`config.mk`:
```
export PLATFORM = sky130hd
export DESIGN_NAME = mei_event_regs
export DESIGN_NICKNAME = d
export VERILOG_FILES = /design/src/logic/mei_event_regs.v
export VERILOG_INCLUDE_DIRS = /design/src /design/src/include
export SDC_FILE = /design/constraint.sdc
export NUM_CORES = 1
export LEC_CHECK = 0
export BUFFER_PORTS_ARGS = -buffer_cell sky130_fd_sc_hd__buf_2
export CORE_MARGIN = 1.5
export CORE_UTILIZATION = 25
export DETAILED_ROUTE_END_ITERATION = 12
export GPL_TIMING_DRIVEN = 0
export PLACE_DENSITY = 0.38
export REMOVE_ABC_BUFFERS = 1
export SYNTH_ARGS = -nofsm -noshare
export SYNTH_HDL_FRONTEND = slang
export SYNTH_SLANG_ARGS = --single-unit
```
`constraint.sdc`:
```
create_clock -name ref_clk -period 4 [get_ports ref_clk]
set_input_delay 0.2 -clock ref_clk [delete_from_list [all_inputs] [get_ports ref_clk]]
set_output_delay 0.2 -clock ref_clk [all_outputs]
set_load 0.02 [all_outputs]
```
`src/include/mei_regs.vh`:
```
// Register map and timing constants of the motion event register block.
// Assumes inclusion by the block's single design file only.
`ifndef MEI_REGS_VH
`define MEI_REGS_VH
`define MEI_ADDR_PREV_ORIENT 8'h11
`define MEI_ADDR_TAP_SRC 8'h15
`define MEI_ADDR_FUNC_SRC 8'h16
`define MEI_ADDR_STATUS 8'h18
`define MEI_ADDR_RELEASE 8'h1a
`define MEI_ADDR_MAIN_CTRL 8'h1b
`define MEI_ADDR_ORIENT_EN 8'h1c
`define MEI_ADDR_PIN_CTRL 8'h1e
`define MEI_RST_PREV_ORIENT 6'h20
`define MEI_RST_MAIN_CTRL 8'h00
`define MEI_RST_ORIENT_EN 8'h3f
`define MEI_RST_PIN_CTRL 2'h0
`define MEI_BIT_RUN 7
`define MEI_BIT_PRECISION 6
`define MEI_BIT_NEWSAMP_EN 5
`define MEI_BIT_RANGE_HI 4
`define MEI_BIT_RANGE_LO 3
`define MEI_BIT_TAP_EN 2
`define MEI_BIT_MOTION_EN 1
`define MEI_BIT_ORIENT_EN 0
`define MEI_BIT_TAP_RATE 7
`define MEI_BIT_PIN_PULSE 3
`define MEI_BIT_PIN_UNLATCH 2
`define MEI_MASK_ORIENT_EN 8'hbf
`define MEI_PULSE_NS 40000
`define MEI_CLK_NS 25
`endif

```
`src/logic/mei_event_regs.v`:
```
// Event reporting and main control registers of a motion sensor.
// Assumes a register port (addr, write and read strobes) on ref_clk and
// one-cycle event strobes from detection logic on the same clock.
`include "mei_regs.vh"

module mei_event_regs #(
    parameter PULSE_CYC = (`MEI_PULSE_NS + `MEI_CLK_NS - 1) / `MEI_CLK_NS
)(
    input wire ref_clk,
    input wire rst_b,
    input wire [7:0] regAddr,
    input wire regWr,
    input wire regRd,
    input wire [7:0] regWdata,
    output reg [7:0] regRdata,
    input wire orientUpdate,
    input wire [5:0] orientCur,
    input wire tapEvent,
    input wire tapDouble,
    input wire [5:0] tapDir,
    input wire motionEvent,
    input wire motionLevel,
    input wire newSample,
    input wire sampleRead,
    input wire bufThreshold,
    input wire bufTriggerMode,
    output reg irqPin,
    output reg runSelect,
    output reg precisionSelect,
    output reg [1:0] rangeSel,
    output reg tapFnEn,
    output reg motionFnEn,
    output reg orientFnEn,
    output reg tapRateRange
);

    // Pulse counter width; a pulse longer than its range keeps only its low 12 bits and wraps
    // Default pulse lands mid-band of the allowed pulse length
    localparam CNT_W = 12;
    localparam [CNT_W-1:0] PULSE_LOAD = PULSE_CYC[CNT_W-1:0];
    localparam [CNT_W-1:0] CNT_ONE = {{(CNT_W-1){1'b0}}, 1'b1};
    localparam [CNT_W-1:0] CNT_ZERO = {CNT_W{1'b0}};

    // Pin machine states, one-hot
    localparam [3:0] PIN_IDLE = 4'h1;
    localparam [3:0] PIN_LATCH = 4'h2;
    localparam [3:0] PIN_PULSE = 4'h4;
    localparam [3:0] PIN_FOLLOW = 4'h8;

    reg [5:0] prevOrient_reg;
    reg [5:0] lastOrient_reg;
    reg [5:0] tapSrc_reg;
    reg bufThreshFlag_reg;
    reg newSampleFlag_reg;
    reg [1:0] tapType_reg;
    reg motionFlag_reg;
    reg orientChgFlag_reg;
    reg intStatus_reg;
    reg [7:0] mainCtrl_reg;
    reg [7:0] orientEn_reg;
    reg [1:0] pinCtrl_reg;
    reg [CNT_W-1:0] pulseCnt_reg;
    reg readHold_reg;
    // Pin machine
    reg [3:0] pinState_reg;
    // Next-state values of the pin machine
    reg [3:0] pinState_next;
    reg irqPin_next;
    reg [CNT_W-1:0] pulseCnt_next;

    wire relRead;
    wire orientHit;
    wire unlatchedMotion;
    wire anyEvent;
    wire motionOnly;
    wire tapOn;
    wire motionOn;
    wire orientOn;
    wire newSampIrqOn;

    // Address match shared by the strobes and the write decode
    // Kept as a function so the strobes and the write decode compare the same way
    function addrIs;
        input [7:0] addr;
        input [7:0] target;
        begin
            addrIs = (addr == target);
        end
    endfunction

    // Release read strobe shared by every latched flag
    assign relRead = regRd && addrIs(regAddr, `MEI_ADDR_RELEASE);
    // Enable bits by name so the event terms read plainly
    assign tapOn = mainCtrl_reg[`MEI_BIT_TAP_EN];
    assign motionOn = mainCtrl_reg[`MEI_BIT_MOTION_EN];
    assign orientOn = mainCtrl_reg[`MEI_BIT_ORIENT_EN];
    assign newSampIrqOn = mainCtrl_reg[`MEI_BIT_NEWSAMP_EN];
    // Only states whose enable bit is set raise the change flag
    assign orientHit = orientUpdate && !readHold_reg && orientOn &&
        (orientCur != lastOrient_reg) &&
        |(orientCur & orientEn_reg[5:0]);
    // Follow mode needs motion enabled with tap, orientation and new-sample enables clear
    assign motionOnly = motionOn && !tapOn && !orientOn && !newSampIrqOn;
    assign unlatchedMotion = pinCtrl_reg[0] && motionOnly;
    assign anyEvent = orientHit ||
        (tapEvent && tapOn) ||
        (motionEvent && motionOn && !unlatchedMotion) ||
        (newSample && newSampIrqOn) ||
        (bufThreshold && !bufTriggerMode);

    // Reads of the orientation register freeze updates for one cycle
    always @(posedge ref_clk or negedge rst_b)
    begin
        if (!rst_b)
        begin
            readHold_reg <= 1'b0;
            prevOrient_reg <= `MEI_RST_PREV_ORIENT;
            lastOrient_reg <= `MEI_RST_PREV_ORIENT;
        end
        else
        begin
            readHold_reg <= regRd && addrIs(regAddr, `MEI_ADDR_PREV_ORIENT);
            if (orientUpdate && !readHold_reg &&
                orientCur != lastOrient_reg)
            begin
                prevOrient_reg <= lastOrient_reg;
                lastOrient_reg <= orientCur;
            end
        end
    end

    // Latched sources: a new event wins over a release in the same cycle
    always @(posedge ref_clk or negedge rst_b)
    begin
        if (!rst_b)
        begin
            tapSrc_reg <= 6'h00;
            tapType_reg <= 2'h0;
            bufThreshFlag_reg <= 1'b0;
            newSampleFlag_reg <= 1'b0;
            motionFlag_reg <= 1'b0;
            orientChgFlag_reg <= 1'b0;
            intStatus_reg <= 1'b0;
        end
        else
        begin
            if (tapEvent && tapOn)
            begin
                tapSrc_reg <= tapDir;
                tapType_reg <= tapDouble ? 2'h2 : 2'h1;
            end
            else if (relRead)
            begin
                tapSrc_reg <= 6'h00;
                tapType_reg <= 2'h0;
            end
            if (bufThreshold && !bufTriggerMode)
                bufThreshFlag_reg <= 1'b1;
            else if (relRead)
                bufThreshFlag_reg <= 1'b0;
            if (newSample)
                newSampleFlag_reg <= 1'b1;
            else if (relRead || sampleRead)
                newSampleFlag_reg <= 1'b0;
            if (unlatchedMotion)
                motionFlag_reg <= motionLevel;
            else if (motionEvent && motionOn)
                motionFlag_reg <= 1'b1;
            else if (relRead || sampleRead)
                motionFlag_reg <= 1'b0;
            if (orientHit)
                orientChgFlag_reg <= 1'b1;
            else if (relRead)
                orientChgFlag_reg <= 1'b0;
            if (anyEvent)
                intStatus_reg <= 1'b1;
            else if (relRead)
                intStatus_reg <= 1'b0;
        end
    end

    // Configuration writes; standby ordering is left to the host
    always @(posedge ref_clk or negedge rst_b)
    begin
        if (!rst_b)
        begin
            mainCtrl_reg <= `MEI_RST_MAIN_CTRL;
            orientEn_reg <= `MEI_RST_ORIENT_EN;
            pinCtrl_reg <= `MEI_RST_PIN_CTRL;
        end
        else if (regWr)
        begin
            if (addrIs(regAddr, `MEI_ADDR_MAIN_CTRL))
                mainCtrl_reg <= regWdata;
            else if (addrIs(regAddr, `MEI_ADDR_ORIENT_EN))
                orientEn_reg <= regWdata & `MEI_MASK_ORIENT_EN;
            // Pin control keeps only pulse and follow selects
            else if (addrIs(regAddr, `MEI_ADDR_PIN_CTRL))
                pinCtrl_reg <= {regWdata[`MEI_BIT_PIN_PULSE],
                    regWdata[`MEI_BIT_PIN_UNLATCH]};
        end
    end

    // Pin next state: latched, one short pulse, or following motion
    always @*
    begin
        pinState_next = pinState_reg;
        irqPin_next = irqPin;
        pulseCnt_next = pulseCnt_reg;
        if (unlatchedMotion)
        begin
            // Follow mode ignores the release read entirely
            pinState_next = PIN_FOLLOW;
            irqPin_next = motionLevel;
            pulseCnt_next = CNT_ZERO;
        end
        else
        begin
            case (pinState_reg)
                PIN_IDLE:
                begin
                    // Pulse select decides how a fresh event drives the pin
                    if (anyEvent && pinCtrl_reg[1])
                    begin
                        pinState_next = PIN_PULSE;
                        irqPin_next = 1'b1;
                        pulseCnt_next = PULSE_LOAD;
                    end
                    else if (anyEvent)
                    begin
                        pinState_next = PIN_LATCH;
                        irqPin_next = 1'b1;
                    end
                    else
                        irqPin_next = 1'b0;
                end
                PIN_LATCH:
                begin
                    // A new event in the release cycle keeps the pin up while pulse select is clear
                    if ((relRead && !anyEvent) || pinCtrl_reg[1])
                    begin
                        pinState_next = PIN_IDLE;
                        irqPin_next = 1'b0;
                    end
                    else
                        irqPin_next = 1'b1;
                end
                PIN_PULSE:
                begin
                    // Events during a pulse are not queued
                    if (pulseCnt_reg > CNT_ONE)
                        pulseCnt_next = pulseCnt_reg - CNT_ONE;
                    else
                    begin
                        pinState_next = PIN_IDLE;
                        irqPin_next = 1'b0;
                        pulseCnt_next = CNT_ZERO;
                    end
                end
                PIN_FOLLOW:
                begin
                    // Leaving follow mode starts again from a low pin
                    pinState_next = PIN_IDLE;
                    irqPin_next = 1'b0;
                end
                default:
                begin
                    pinState_next = PIN_IDLE;
                    irqPin_next = 1'b0;
                    pulseCnt_next = CNT_ZERO;
                end
            endcase
        end
    end

    // Pin register: the pin itself leaves straight from a flip-flop
    always @(posedge ref_clk or negedge rst_b)
    begin
        if (!rst_b)
        begin
            pinState_reg <= PIN_IDLE;
            irqPin <= 1'b0;
            pulseCnt_reg <= CNT_ZERO;
        end
        else
        begin
            pinState_reg <= pinState_next;
            irqPin <= irqPin_next;
            pulseCnt_reg <= pulseCnt_next;
        end
    end

    // Control outputs mirror the control registers
    always @(posedge ref_clk or negedge rst_b)
    begin
        if (!rst_b)
        begin
            runSelect <= 1'b0;
            precisionSelect <= 1'b0;
            rangeSel <= 2'h0;
            tapFnEn <= 1'b0;
            motionFnEn <= 1'b0;
            orientFnEn <= 1'b0;
            tapRateRange <= 1'b0;
        end
        else
        begin
            runSelect <= mainCtrl_reg[`MEI_BIT_RUN];
            precisionSelect <= mainCtrl_reg[`MEI_BIT_PRECISION];
            rangeSel <= {mainCtrl_reg[`MEI_BIT_RANGE_HI],
                mainCtrl_reg[`MEI_BIT_RANGE_LO]};
            tapFnEn <= mainCtrl_reg[`MEI_BIT_TAP_EN];
            motionFnEn <= mainCtrl_reg[`MEI_BIT_MOTION_EN];
            orientFnEn <= mainCtrl_reg[`MEI_BIT_ORIENT_EN];
            tapRateRange <= orientEn_reg[`MEI_BIT_TAP_RATE];
        end
    end

    // Read data registered; unmapped and release reads return zero
    always @(posedge ref_clk or negedge rst_b)
    begin
        if (!rst_b)
            regRdata <= 8'h00;
        else if (regRd)
        begin
            if (regAddr == `MEI_ADDR_PREV_ORIENT)
                regRdata <= {2'h0, prevOrient_reg};
            else if (regAddr == `MEI_ADDR_TAP_SRC)
                regRdata <= {2'h0, tapSrc_reg};
            else if (regAddr == `MEI_ADDR_FUNC_SRC)
                regRdata <= {2'h0, bufThreshFlag_reg, newSampleFlag_reg,
                    tapType_reg, motionFlag_reg, orientChgFlag_reg};
            else if (regAddr == `MEI_ADDR_STATUS)
                regRdata <= {3'h0, intStatus_reg, 4'h0};
            else if (regAddr == `MEI_ADDR_MAIN_CTRL)
                regRdata <= mainCtrl_reg;
            else if (regAddr == `MEI_ADDR_ORIENT_EN)
                // Reserved bit 6 is masked at write time
                regRdata <= orientEn_reg;
            else if (regAddr == `MEI_ADDR_PIN_CTRL)
                regRdata <= {4'h0, pinCtrl_reg, 2'h0};
            else
                regRdata <= 8'h00;
        end
    end

endmodule // mei_event_regs

```
[Yosys cells after proc, flatten, opt, wreduce, memory -nomap -nowiden]
Index checks and enable logic that the tools add are counted.
Storage, ports and cells
  bits in read-only memories: 0
  memories kept: 0
  flip-flop bits (word level): 76
  RAM bits: 0
  input bits: 41
  latch bits: 0
  output and inout bits: 17
Operators by class
  divide/modulo/power cells: 0
  magnitude comparators: 1
  reduce and logical (&&, ||, !) cells: 44
  $mul: 0
  add/sub/neg operators: 1
  muxes and demuxes: 36
  bitwise operators: 3
  shifts and indexed selects: 0
  equality and inequality tests: 18
Operators by type and width (number)
  $eq A8 B5 Y1 const B: 8
  $mux W8: 6
  $mux W12: 3
  $pmux W12 S3: 1
  $mux W4: 6
  $logic_and A1 B1 Y1: 18
  $mux W1: 13
  $gt A12 B1 Y1 const B: 1
  $mux W6: 2
  $pmux W4 S3: 1
  $sub A12 B1 Y12 const B: 1
  $reduce_bool A2 Y1: 5
  $ne A3 B3 Y1 const B: 3
  $logic_not A1 Y1: 7
  $and A6 B6 Y6: 1
  $logic_or A1 B1 Y1: 6
  $mux W2: 3
  $ne A6 B6 Y1: 1
  $reduce_and A3 Y1: 2
  $reduce_or A6 Y1: 1
  $eq A4 B1 Y1 const B: 1
  $eq A4 B2 Y1 const B: 1
  $eq A4 B3 Y1 const B: 1
  $eq A4 B4 Y1 const B: 1
  other kinds (8): 10

[Depth between registers and ports, before layout]
Gate-level depths: netlist (run 1).
  depth after elaboration: 16
  depth in mapped cells: 8
  mapped depth without buffers: 7

[Worst setup path before layout (run 1)]
OpenSTA, ideal clock, no wires.
  kind: register to register
  start point: register pulseCnt_reg[8]
  end point: register pulseCnt_reg[8]
  arrival: 2.132 ns
  path slack: 1.744 ns
  library setup time: 0.124 ns
  clock period less this slack: 2.256 ns
  cell stages (with the launch flop): 7
  cell sequence: dfrtp_1 or4_1 or4_4 and2_1 buf_6 and3_1 a211o_1
Between the ends
  word-level cells in the longest chain between the ends: 4
RTL lines
  start, declared: RTL line mei_event_regs.v:62  | reg [CNT_W-1:0] pulseCnt_reg;
  start signal, assigned: RTL line mei_event_regs.v:289  | pulseCnt_reg <= pulseCnt_next;
  $sub A12 B1 Y12 / $gt A12 B1 Y1 (equally long branches): RTL line mei_event_regs.v:252, mei_event_regs.v:251
  $mux W12 *: RTL line mei_event_regs.v:251  | if (pulseCnt_reg > CNT_ONE)
  $pmux W12 S3 *: RTL line mei_event_regs.v:219  | case (pinState_reg)
  $mux W12 *: RTL line mei_event_regs.v:210  | if (unlatchedMotion)
Mark *: on every way between the ends. The rest lies on a longest branch, timed or not.
A chain may end at the register's enable or synchronous reset.

[Final worst setup path (run 1)]
  start point: register mainCtrl_reg[0]
  end point: register pulseCnt_reg[0]
Between the ends
  word-level cells in the longest chain between the ends: 12
RTL lines
  start, declared: RTL line mei_event_regs.v:59  | reg [7:0] mainCtrl_reg;
  start signal, assigned: RTL line mei_event_regs.v:187  | mainCtrl_reg <= `MEI_RST_MAIN_CTRL;
  start signal, assigned: RTL line mei_event_regs.v:194  | mainCtrl_reg <= regWdata;
  $logic_not A1 Y1: RTL line mei_event_regs.v:103  | assign motionOnly = motionOn && !tapOn && !orientOn && !newSampIrqOn;
  $logic_and A1 B1 Y1 (2 in a row): RTL line mei_event_regs.v:103
  $logic_and A1 B1 Y1: RTL line mei_event_regs.v:104  | assign unlatchedMotion = pinCtrl_reg[0] && motionOnly;
  $logic_not A1 Y1: RTL line mei_event_regs.v:107  | (motionEvent && motionOn && !unlatchedMotion) ||
  $logic_and A1 B1 Y1: RTL line mei_event_regs.v:107
  $logic_or A1 B1 Y1: RTL line mei_event_regs.v:106  | (tapEvent && tapOn) ||
  $logic_or A1 B1 Y1: RTL line mei_event_regs.v:107
  $logic_or A1 B1 Y1: RTL line mei_event_regs.v:108  | (newSample && newSampIrqOn) ||
  $logic_and A1 B1 Y1: RTL line mei_event_regs.v:223  | if (anyEvent && pinCtrl_reg[1])
  $ne A3 B3 Y1 (no line)
  $reduce_and A2 Y1 (no line)
Parallel ways exist; a longest one is shown, timed or not.

==> results of run 1 <==
## power by group
group / total, uW / internal, uW / switching [uW] / leakage, uW
combinational: 736 / 328 / 408 / 0.000996
clock: 901 / 550 / 351 / 0.000148
sequential: 1010 / 899 / 111 / 0.000969
total: 2650 / 1780 / 871 / 0.00211
## per-stage QoR
step	setup slack [ps]	hold slack [ps]	area, um^2
6_report	1126	38.74	4677
5_1_grt	830.4	31.54	4677
4_1_cts	1027	27.26	4677
3_5_place_dp	1038	189.2	4342
3_3_place_gp	1038	378.2	4312
2_1_floorplan	1786	-95.59	3791
## synth_stat cells (3+ instances only)
master,count,area share [%]
nor4_1,3,0.49
o211ai_1,3,0.58
dfstp_2,9,6.1
and3_1,3,0.49
o31ai_1,3,0.58
nand2b_1,9,1.5
nor2b_1,8,1.3
nor3b_1,7,1.4
clkbuf_1,9,0.88
a21oi_1,15,1.9
nor2_1,18,1.8
nand3_1,12,1.6
nand2_1,46,4.5
a21o_1,5,0.97
nand3b_1,7,1.4
xor2_1,6,1.4
o22ai_1,4,0.65
nor3_1,5,0.65
or4b_2,4,1.0
a31oi_1,6,0.97
a211o_1,3,0.68
o31a_1,3,0.68
o21ai_0,18,2.3
mux2_2,30,8.8
nand4_1,3,0.49
dfrtp_1,67,44
a22o_1,4,0.91
and2_1,5,0.81
o2bb2ai_1,4,0.91
inv_1,8,0.78
a22oi_1,7,1.4
## routing by layer
layer,vias up,global-route usage (%),part of all wire [%]
met1,1548,17.89,47
met2,54,22.99,48
met4,0,4.612,1.7
li1,1482,-,-
met5,-,0,0
met3,10,4.146,3.8
## cell families after synthesis
group,count (synthesis),share of synthesized area [%]
and+or+nand+nor,142,20.13
adders and majority gates,2,0.6492
AOI/OAI and AO/OA,91,16.07
muxes,32,9.286
xor gates and xnor gates,8,1.818
DFF,76,49.64
buffers and inverters,22,2.403
## critical path: cells and delay by family (launching register included)
family | cells | cell delay (ps)
and+or+nand+nor | 2 | 960
AOI/OAI and AO/OA | 2 | 1050
DFF | 1 | 490
muxes | 1 | 290
## path summary, 6_finish.rpt
kind | start | endpoint | slack (ps) | cells past startpoint
hold reg to reg | mainCtrl_reg[6]$_DFFE_PN0P_ | precisionSelect$_DFF_PN0_ | 400 | 0
setup / recovery | mainCtrl_reg[0]$_DFFE_PN0P_ | pulseCnt_reg[0]$_DFFE_PN0P_ | 1130 | 5
min in group asynchronous | rst_b | regRdata[3]$_DFFE_PN0P_ | 340 | 2
max in group asynchronous | rst_b | orientEn_reg[5]$_DFFE_PN1P_ | 3020 | 3
setup reg to reg | mainCtrl_reg[0]$_DFFE_PN0P_ | pulseCnt_reg[0]$_DFFE_PN0P_ | 1130 | 5
hold / removal | tapDir[0] | tapSrc_reg[0]$_DFFE_PN0P_ | 40 | 3
## layout make-up
class,instances,area (um^2),area share (%)
Sequential cell,76,1913,40.90
Multi-Input combinational cell,275,1848,39.51
Timing Repair Buffer,59,325.3,6.956
Tap cell,188,235.2,5.029
Clock buffer,9,225.2,4.815
Clock inverter,7,100.1,2.140
Inverter,8,30.03,0.6421
## cell usage in the layout, fill, tap and decap left out, types with 5 or more instances in the layout
| master | n |
|---|---|
| dfstp_2 | 9 |
| clkbuf_16 | 9 |
| mux2_2 | 30 |
| a21oi_1 | 15 |
| a22oi_1 | 7 |
| nor2_1 | 18 |
| dfrtp_1 | 67 |
| nor3b_1 | 7 |
| xor2_1 | 6 |
| o21ai_0 | 18 |
| a21o_1 | 5 |
| inv_1 | 8 |
| a31oi_1 | 6 |
| nand3b_1 | 7 |
| nand2b_1 | 9 |
| nor3_1 | 5 |
| nand2_1 | 46 |
| buf_2 | 56 |
| nor2b_1 | 8 |
| nand3_1 | 12 |
| and2_1 | 5 |
==> metrics, run 1 <==
critical path endpoint category=flip-flop; Async SR Flop Fraction=100.0%; Routed WL=between 10,000 and 15,000 um; row count=between 40 and 50; clock latency on the worst-skew pair=350 ps; TritonCTS Sinks=76; CTS root buffer=clkbuf_16; vias=about 3,100; maximum clock path buffer count=2; max FFs per register=12; Crit path largest cell delay=between 700 and 800 ps; number of global-route vias before repair=around 3,100; P_leak=approximately 0.0021 uW; Yosys cell types=59; post-detail-place hpwl=between 7000 and 8000 um; vias per cell=between 4 and 5; min Tclk post-route=roughly 2900 ps; die extent in x=around 130 um; GRT Total Usage=roughly 14%; post-route ant nets=0; Worst EP required=4280 ps; CTS clk-pin slew, worst paths=70 ps; hold buffers post-CTS=1; clk_skew=between 7 and 8 ps; predominant post-synthesis flop cell=dfrtp_1; final worst-path cycle share=roughly 70%; Slew Limit Headroom=around 39%; nets=between 400 and 500; final hold violations=0; PostCTS Resize Cnt=0; Max Cap Violations=0; DRT Pass-1 Iters=4; Post-CTS Setup Inserts=0; chip height=~130 um; GPL Wtd Cong=between 0.7 and 0.8; number of diodes=0; DRC errors left=0; Slew Viols, Final=0; # fillers=1,568; Yosys warning total=0; WL/cell=between 15 and 20 um; CP Class=reg2reg; maximum clock frequency=around 0.35 GHz; Post-Layout Cell Count=a little over 600; unrepaired setup endpoints after global routing=no; drt initial violations=roughly 140; power per cell area=between 500 and 600 nW/um^2; worst-path maximum fanout=11; CTS tree=done; worst min path class=in2reg; Critical Path AT=around 3200 ps; VDD IR max=between 0.3 and 0.4 mV; final setup fails=0; crit start category=flip-flop; placed cells=~610; Seq/Total Area, Yosys=49.64%; Total Power=about 2600 uW; Post-Syn Area=slightly below 4000 um^2; core area=15,150 um^2; die area=around 16,000 um^2; crit path max-delay cell type=o21bai_1; total congestion overflow=0; total CTS buffers=9; largest net degree at the start of global routing=45; layout cells sized above 1=~29%; synthesized area per cell=between 10 and 15 um^2; Tightest Pin Transition=slightly above 900 ps; setup TNS=0 ps; run status=complete, no violations; IO Port Bufs=between 50 and 60; H-Tree Depth=3; Area growth, synth to finish=21.36%; Synth Instances=around 370; I/O pin count=58; initial antenna violation count=0; first-pass GRT wire length=17,260 um; Initial Utilization=25.44%; Post-synth EDFFs=0; final core occ=~31%; crit path cell chain=nor4b_1, o2111ai_1, or2_2, o21bai_1, mux2_2; Yosys reg bits=76
Note: power is estimated with default switching activity, not from simulation.
==> run 2, diff against run 1 <==
- ABC_AREA: default -> 1
- PLACE_DENSITY: 0.38 -> 0.39
- clock period: 4 -> 3 ns (I/O delays scaled with it)
==> metrics, run 2 <==
run status=complete, no violations; row count=44 (-2.2%); vias per cell=4.404 (-11%); DRT Pass-1 Iters=4 (unchanged); crit path max-delay cell type=dfrtp_1; Routed met1 length=5241 um (+4.4%); initial antenna violation count=0 (unchanged); chip height=125.7 um (-1.2%); die extent in x=125.7 um (-1.2%); number of global-route vias before repair=3,066 (-2.2%); DRC errors left=0 (unchanged); Min Hold Slack=35.16 ps (-3.574 ps); H-Tree Depth=3 (unchanged); maximum clock path buffer count=2 (unchanged); Yosys reg bits=76 (unchanged); predominant post-synthesis flop cell=dfrtp_1; maximum clock frequency=0.4562 GHz (+31%); final setup fails=0 (unchanged); GPL Wtd Cong=0.7781 (+4.9%); max FFs per register=12 (unchanged); synthesized area per cell=8.176 um^2 (-21%); Simple-Gate Fraction of Synth Area=27.88% (+7.7 points); Post-synth EDFFs=0 (unchanged); core area=14,590 um^2 (-3.7%); worst min path class=in2reg; Yosys warning total=0 (unchanged); CP Class=reg2reg; PostCTS Resize Cnt=0 (unchanged); worst-path maximum fanout=15 (+4); clock latency on the worst-skew pair=340 ps (about the same); Crit path largest cell delay=540 ps (-180 ps); final worst-path cycle share=73.07% (+1.2 points); commonest non-fill, non-tap cell in the layout=nand2_1; Worst EP required=3220 ps (-1060 ps); DR WL met3=465 um (+15%); TritonCTS Sinks=76 (unchanged); first-pass GRT wire length=16,530 um (-4.3%); Synth area leaders=dfrtp_1 (45%), nand2_1 (13%), dfstp_2 (6.3%), o21ai_0 (5.7%), inv_1 (5.5%); GRT Total Usage=13.65% (-0.42 points); Slew Viols, Final=0 (unchanged); min Tclk post-route=2192 ps (-682.4 ps); Synth Area in XOR/XNOR=2.096% (+0.28 points); setup TNS=0 ps (unchanged); crit start category=flip-flop; Critical path origin=mainCtrl_reg[2]$_DFFE_PN0P_; leading area contributor after synthesis=dfrtp_1; final hold violations=0 (unchanged); Total Power=3456 uW (+31%); DR top layer=met4; I/O pin count=58 (unchanged); critical path endpoint category=flip-flop; Max Cap Violations=0 (unchanged); Post-Syn Area=3761 um^2 (-2.4%); IO Port Bufs=57 (unchanged); WL met2=4357 um (-15%); CTS clk-pin slew, worst paths=60 ps (about the same); crit path cell chain=nor2_1, nand4_2, a31oi_2, nand3_2, nand2_4, o21ai_0; post-synth top area share=44.58% (+1.1 points); main combinational cell family by area after synthesis=simple AND/OR/NAND/NOR gates; Post-synth top cells=nand2_1 (135), dfrtp_1 (67), inv_1 (55); nets=565 (+20%); Seq/Total Area, Yosys=50.86% (+1.2 points); HP Start=tapDouble; power per cell area=762.7 nW/um^2 (+35%); Area growth, synth to finish=20.49%; clk_skew=7.956 ps (+0.5877 ps); total congestion overflow=0 (unchanged); post-synthesis adder-cell area fraction=0.6653% (+0.016 points); VDD IR max=0.2081 mV (-41%); Crit path max-delay family=simple AND/OR/NAND/NOR gates; Slew Limit Headroom=53.53% (+15 points); Tightest Pin Transition=695.3 ps (-219.8 ps); Post-Layout Cell Count=710 (+14%); mux share of post-synthesis cell area=0.5988% (-8.7 points); Initial Utilization=25.78% (+0.34 points); CTS tree=done; vias=3,127 (+1.1%); largest net degree at the start of global routing=41 (-8.9%); Yosys cell types=43 (-27%); number of diodes=0 (unchanged); Crit path buffers/inverters=0 (unchanged); die area=15,790 um^2 (-2.3%); most frequent cells in the layout=nand2_1 (135), dfrtp_1 (67), buf_2 (56); unrepaired setup endpoints after global routing=no; placed cells=694 (+15%); Critical Path AT=2410 ps (-750 ps); # fillers=1,568 (unchanged); Async SR Flop Fraction=100.0% (unchanged); CTS root buffer=clkbuf_16; most frequent cell after synthesis=nand2_1; post-route ant nets=0 (unchanged); Routed WL=10,260 um (-4.7%); reg-to-reg startpoint=mainCtrl_reg[2]$_DFFE_PN0P_; final core occ=31.06% (+0.18 points); layout cells sized above 1=19.20% (-10 points); compound-cell area share of the yosys netlist=10.58% (-5.5 points); drt initial violations=163 (+18%); P_leak=0.002342 uW (+11%); Synth Instances=460 (+23%); WL/cell=14.44 um (-16%); total CTS buffers=9 (unchanged); post-detail-place hpwl=7532 um (-3.4%)
run 2: final timing paths:
| path | endpoint | slack (ps) | depth (start not counted) |
|---|---|---|---|
| max | pulseCnt_reg[9]$_DFFE_PN0P_ | 810 | 6 |
| min | tapType_reg[0]$_DFFE_PN0P_ | 40 | 2 |
| max reg2reg | pulseCnt_reg[9]$_DFFE_PN0P_ | 810 | 6 |
| min reg2reg | precisionSelect$_DFF_PN0_ | 410 | 0 |
| max in group asynchronous | pinState_reg[0]$_DFFE_PN1P_ | 1980 | 3 |
| min in group asynchronous | regRdata[1]$_DFFE_PN0P_ | 340 | 2 |
run 2: cell type report:
type / instances / area (um^2) / area share [%]
sequential: 76 / 1913 / 42.21
clock buffer: 13 / 270.3 / 5.964
timing repair buffer: 59 / 317.8 / 7.013
inverter: 58 / 217.7 / 4.804
tap: 184 / 230.2 / 5.080
multi-input combinational: 318 / 1573 / 34.70
clock inverter: 2 / 10.01 / 0.2209
run 2: repair_timing:
item | in CTS | in global routing
hold buffers | 1 | 0
hold endpoints to repair | 35 | 0
setup buffers | 0 | 0
run 2: metal layers:
metal  up-vias  GRT usage, %
met5         -             0
met2        77         19.69
li1       1609             -
met4         0         5.816
met3        12         2.889
met1      1429         19.71
run 2: cell families after synthesis:
logic type                 after synthesis
AOI/OAI and AO/OA                       69
and+or+nand+nor                        236
DFF                                     76
xor gates and xnor gates                 9
muxes                                    2
buffers and inverters                   66
adders and majority gates                2
run 2: power by group:
group | switching (uW) | internal (uW)
Sequential | 129 | 1200
Combinational | 692 | 404
Clock | 414 | 621
Total | 1230 | 2220
run 2: through the flow:
| step | setup slack (ps) | instance area [um^2] |
|---|---|---|
| 5_1_grt | 571.2 | 4532 |
| 6_report | 808.0 | 4532 |
| 3_3_place_gp | 804.6 | 4219 |
| 4_1_cts | 763.9 | 4532 |
| 3_5_place_dp | 780.7 | 4242 |
| 2_1_floorplan | 1313 | 3704 |
==> run 3, diff against run 2 <==
- ABC_AREA: 1 -> 0
- PLACE_DENSITY: 0.39 -> 0.38
- clock period: 3 -> 2.25 ns (I/O delays scaled with it)
==> metrics, run 3 (synthesized netlist as in run 1, its figures left out) <==
run status=complete, no violations; Total Power=4863 uW (+41%); total congestion overflow=0 (unchanged); chip height=127.2 um (+1.2%); CTS tree=done; GPL Wtd Cong=0.7417 (-4.7%); VDD IR max=0.6270 mV (+200%); crit path cell chain=or4_4, or4_4, and2_4, and3_2, a211o_1; row count=45 (+2.3%); number of diodes=0 (unchanged); commonest non-fill, non-tap cell in the layout=dfrtp_1; CP Class=reg2reg; Max Cap Violations=0 (unchanged); crit start category=flip-flop; DRC errors left=0 (unchanged); die extent in x=127.2 um (+1.2%); CTS root buffer=clkbuf_16; DRT Pass-1 Iters=4 (unchanged); die area=16,170 um^2 (+2.4%); first-pass GRT wire length=17,730 um (+7.3%); vias=3,178 (+1.6%); vias per cell=4.966 (+13%); most common cell type on the critical path=or4_4; Crit path max-delay family=simple AND/OR/NAND/NOR gates; Initial Utilization=25.44% (-0.34 points); IO Port Bufs=57 (unchanged); Crit path buffers/inverters=0 (unchanged); # fillers=1,571 (+0.19%); P_leak=0.002205 uW (-5.8%); clk_skew=8.360 ps (+0.4037 ps); core area=15,150 um^2 (+3.8%); crit path max-delay cell type=or4_4; largest net degree at the start of global routing=45 (+9.8%); min Tclk post-route=2229 ps (+37.33 ps); final setup fails=0 (unchanged); Min Hold Slack=22.95 ps (-12.21 ps); Area growth, synth to finish=27.66%; maximum clock frequency=0.4486 GHz (-1.7%); layout cells sized above 1=33.19% (+14 points); Tightest Pin Transition=776.7 ps (+81.37 ps); max FFs per register=12 (unchanged); worst-path maximum fanout=7 (-8); number of global-route vias before repair=3,238 (+5.6%); maximum clock path buffer count=2 (unchanged); total CTS buffers=9 (unchanged); placed cells=605 (-13%); Crit path largest cell delay=560 ps (+20 ps); GRT Total Usage=14.41% (+0.76 points); Worst EP required=2480 ps (-740 ps); most frequent cells in the layout=dfrtp_1 (65), buf_2 (56), nand2_1 (44); Slew Limit Headroom=48.09% (-5.4 points); critical path endpoint category=flip-flop; H-Tree Depth=3 (unchanged); clock latency on the worst-skew pair=350 ps (about the same); drt initial violations=154 (-5.5%); CTS clk-pin slew, worst paths=60 ps (about the same); WL/cell=17.27 um (+20%); final worst-path cycle share=99.08% (+26 points); post-detail-place hpwl=7800 um (+3.6%); unrepaired setup endpoints after global routing=yes; post-route ant nets=0 (unchanged); Slew Viols, Final=0 (unchanged); Critical Path AT=2460 ps (+50 ps); nets=490 (-13%); Routed WL=11,050 um (+7.8%); TritonCTS Sinks=76 (unchanged); worst min path class=in2reg; Post-Layout Cell Count=640 (-9.9%); power per cell area=988.5 nW/um^2 (+30%); final hold violations=0 (unchanged); initial antenna violation count=0 (unchanged); I/O pin count=58 (unchanged)
## run 3: final cells by class
cell class / instances / area [um^2] / area share, %
multi-input cells: 276 / 1936 / 39.34
flip-flops and latches: 76 / 1916 / 38.94
repair buffers: 76 / 478.0 / 9.715
well taps: 188 / 235.2 / 4.781
clock buffers: 9 / 225.2 / 4.578
clock inverters: 7 / 100.1 / 2.035
inverters: 8 / 30.03 / 0.6104
## run 3: per-stage QoR
step	utilization, %	worst slack (ps)	cell area [um^2]	setup TNS [ps]
4_1_cts	32.14	2.654	4868	0
3_5_place_dp	28.67	-712.2	4342	-9782
3_3_place_gp	28.47	-712.2	4312	-8988
2_1_floorplan	-	36.00	3791	0
5_1_grt	32.48	-46.15	4920	-114.9
6_report	32.48	20.65	4920	0
## run 3: final timing paths
check / startpoint / end / slack (ps) / cells past startpoint
setup / recovery: pulseCnt_reg[2]$_DFFE_PN0P_ / pulseCnt_reg[11]$_DFFE_PN0P_ / 20 / 5
hold / removal: regWdata[7] / mainCtrl_reg[7]$_DFFE_PN0P_ / 20 / 2
setup reg to reg: pulseCnt_reg[2]$_DFFE_PN0P_ / pulseCnt_reg[11]$_DFFE_PN0P_ / 20 / 5
hold reg to reg: mainCtrl_reg[6]$_DFFE_PN0P_ / precisionSelect$_DFF_PN0_ / 400 / 0
max in group asynchronous: rst_b / pinState_reg[0]$_DFFE_PN1P_ / 1350 / 3
min in group asynchronous: rst_b / regRdata[3]$_DFFE_PN0P_ / 250 / 2
## run 3: report_power, final
part,switching (uW),internal (uW)
Clock,630,977
Sequential,210,1600
Combinational,766,681
Total,1610,3260
## run 3: timing repair
action                                  CTS  global route
resized for setup                        16             3
hold buffers                             11             0
pin swaps                                 3             3
setup buffers                             2             5
cloned                                    1             0
endpoints found under the setup margin   14            28
hold endpoints to repair                 39             0
## run 3: metal layers
metal | global-route usage, % | part of all wire (%)
met5 | 0 | 0
met4 | 4.813 | 1.8
met3 | 4.146 | 3.5
met2 | 23.66 | 49
met1 | 18.26 | 46
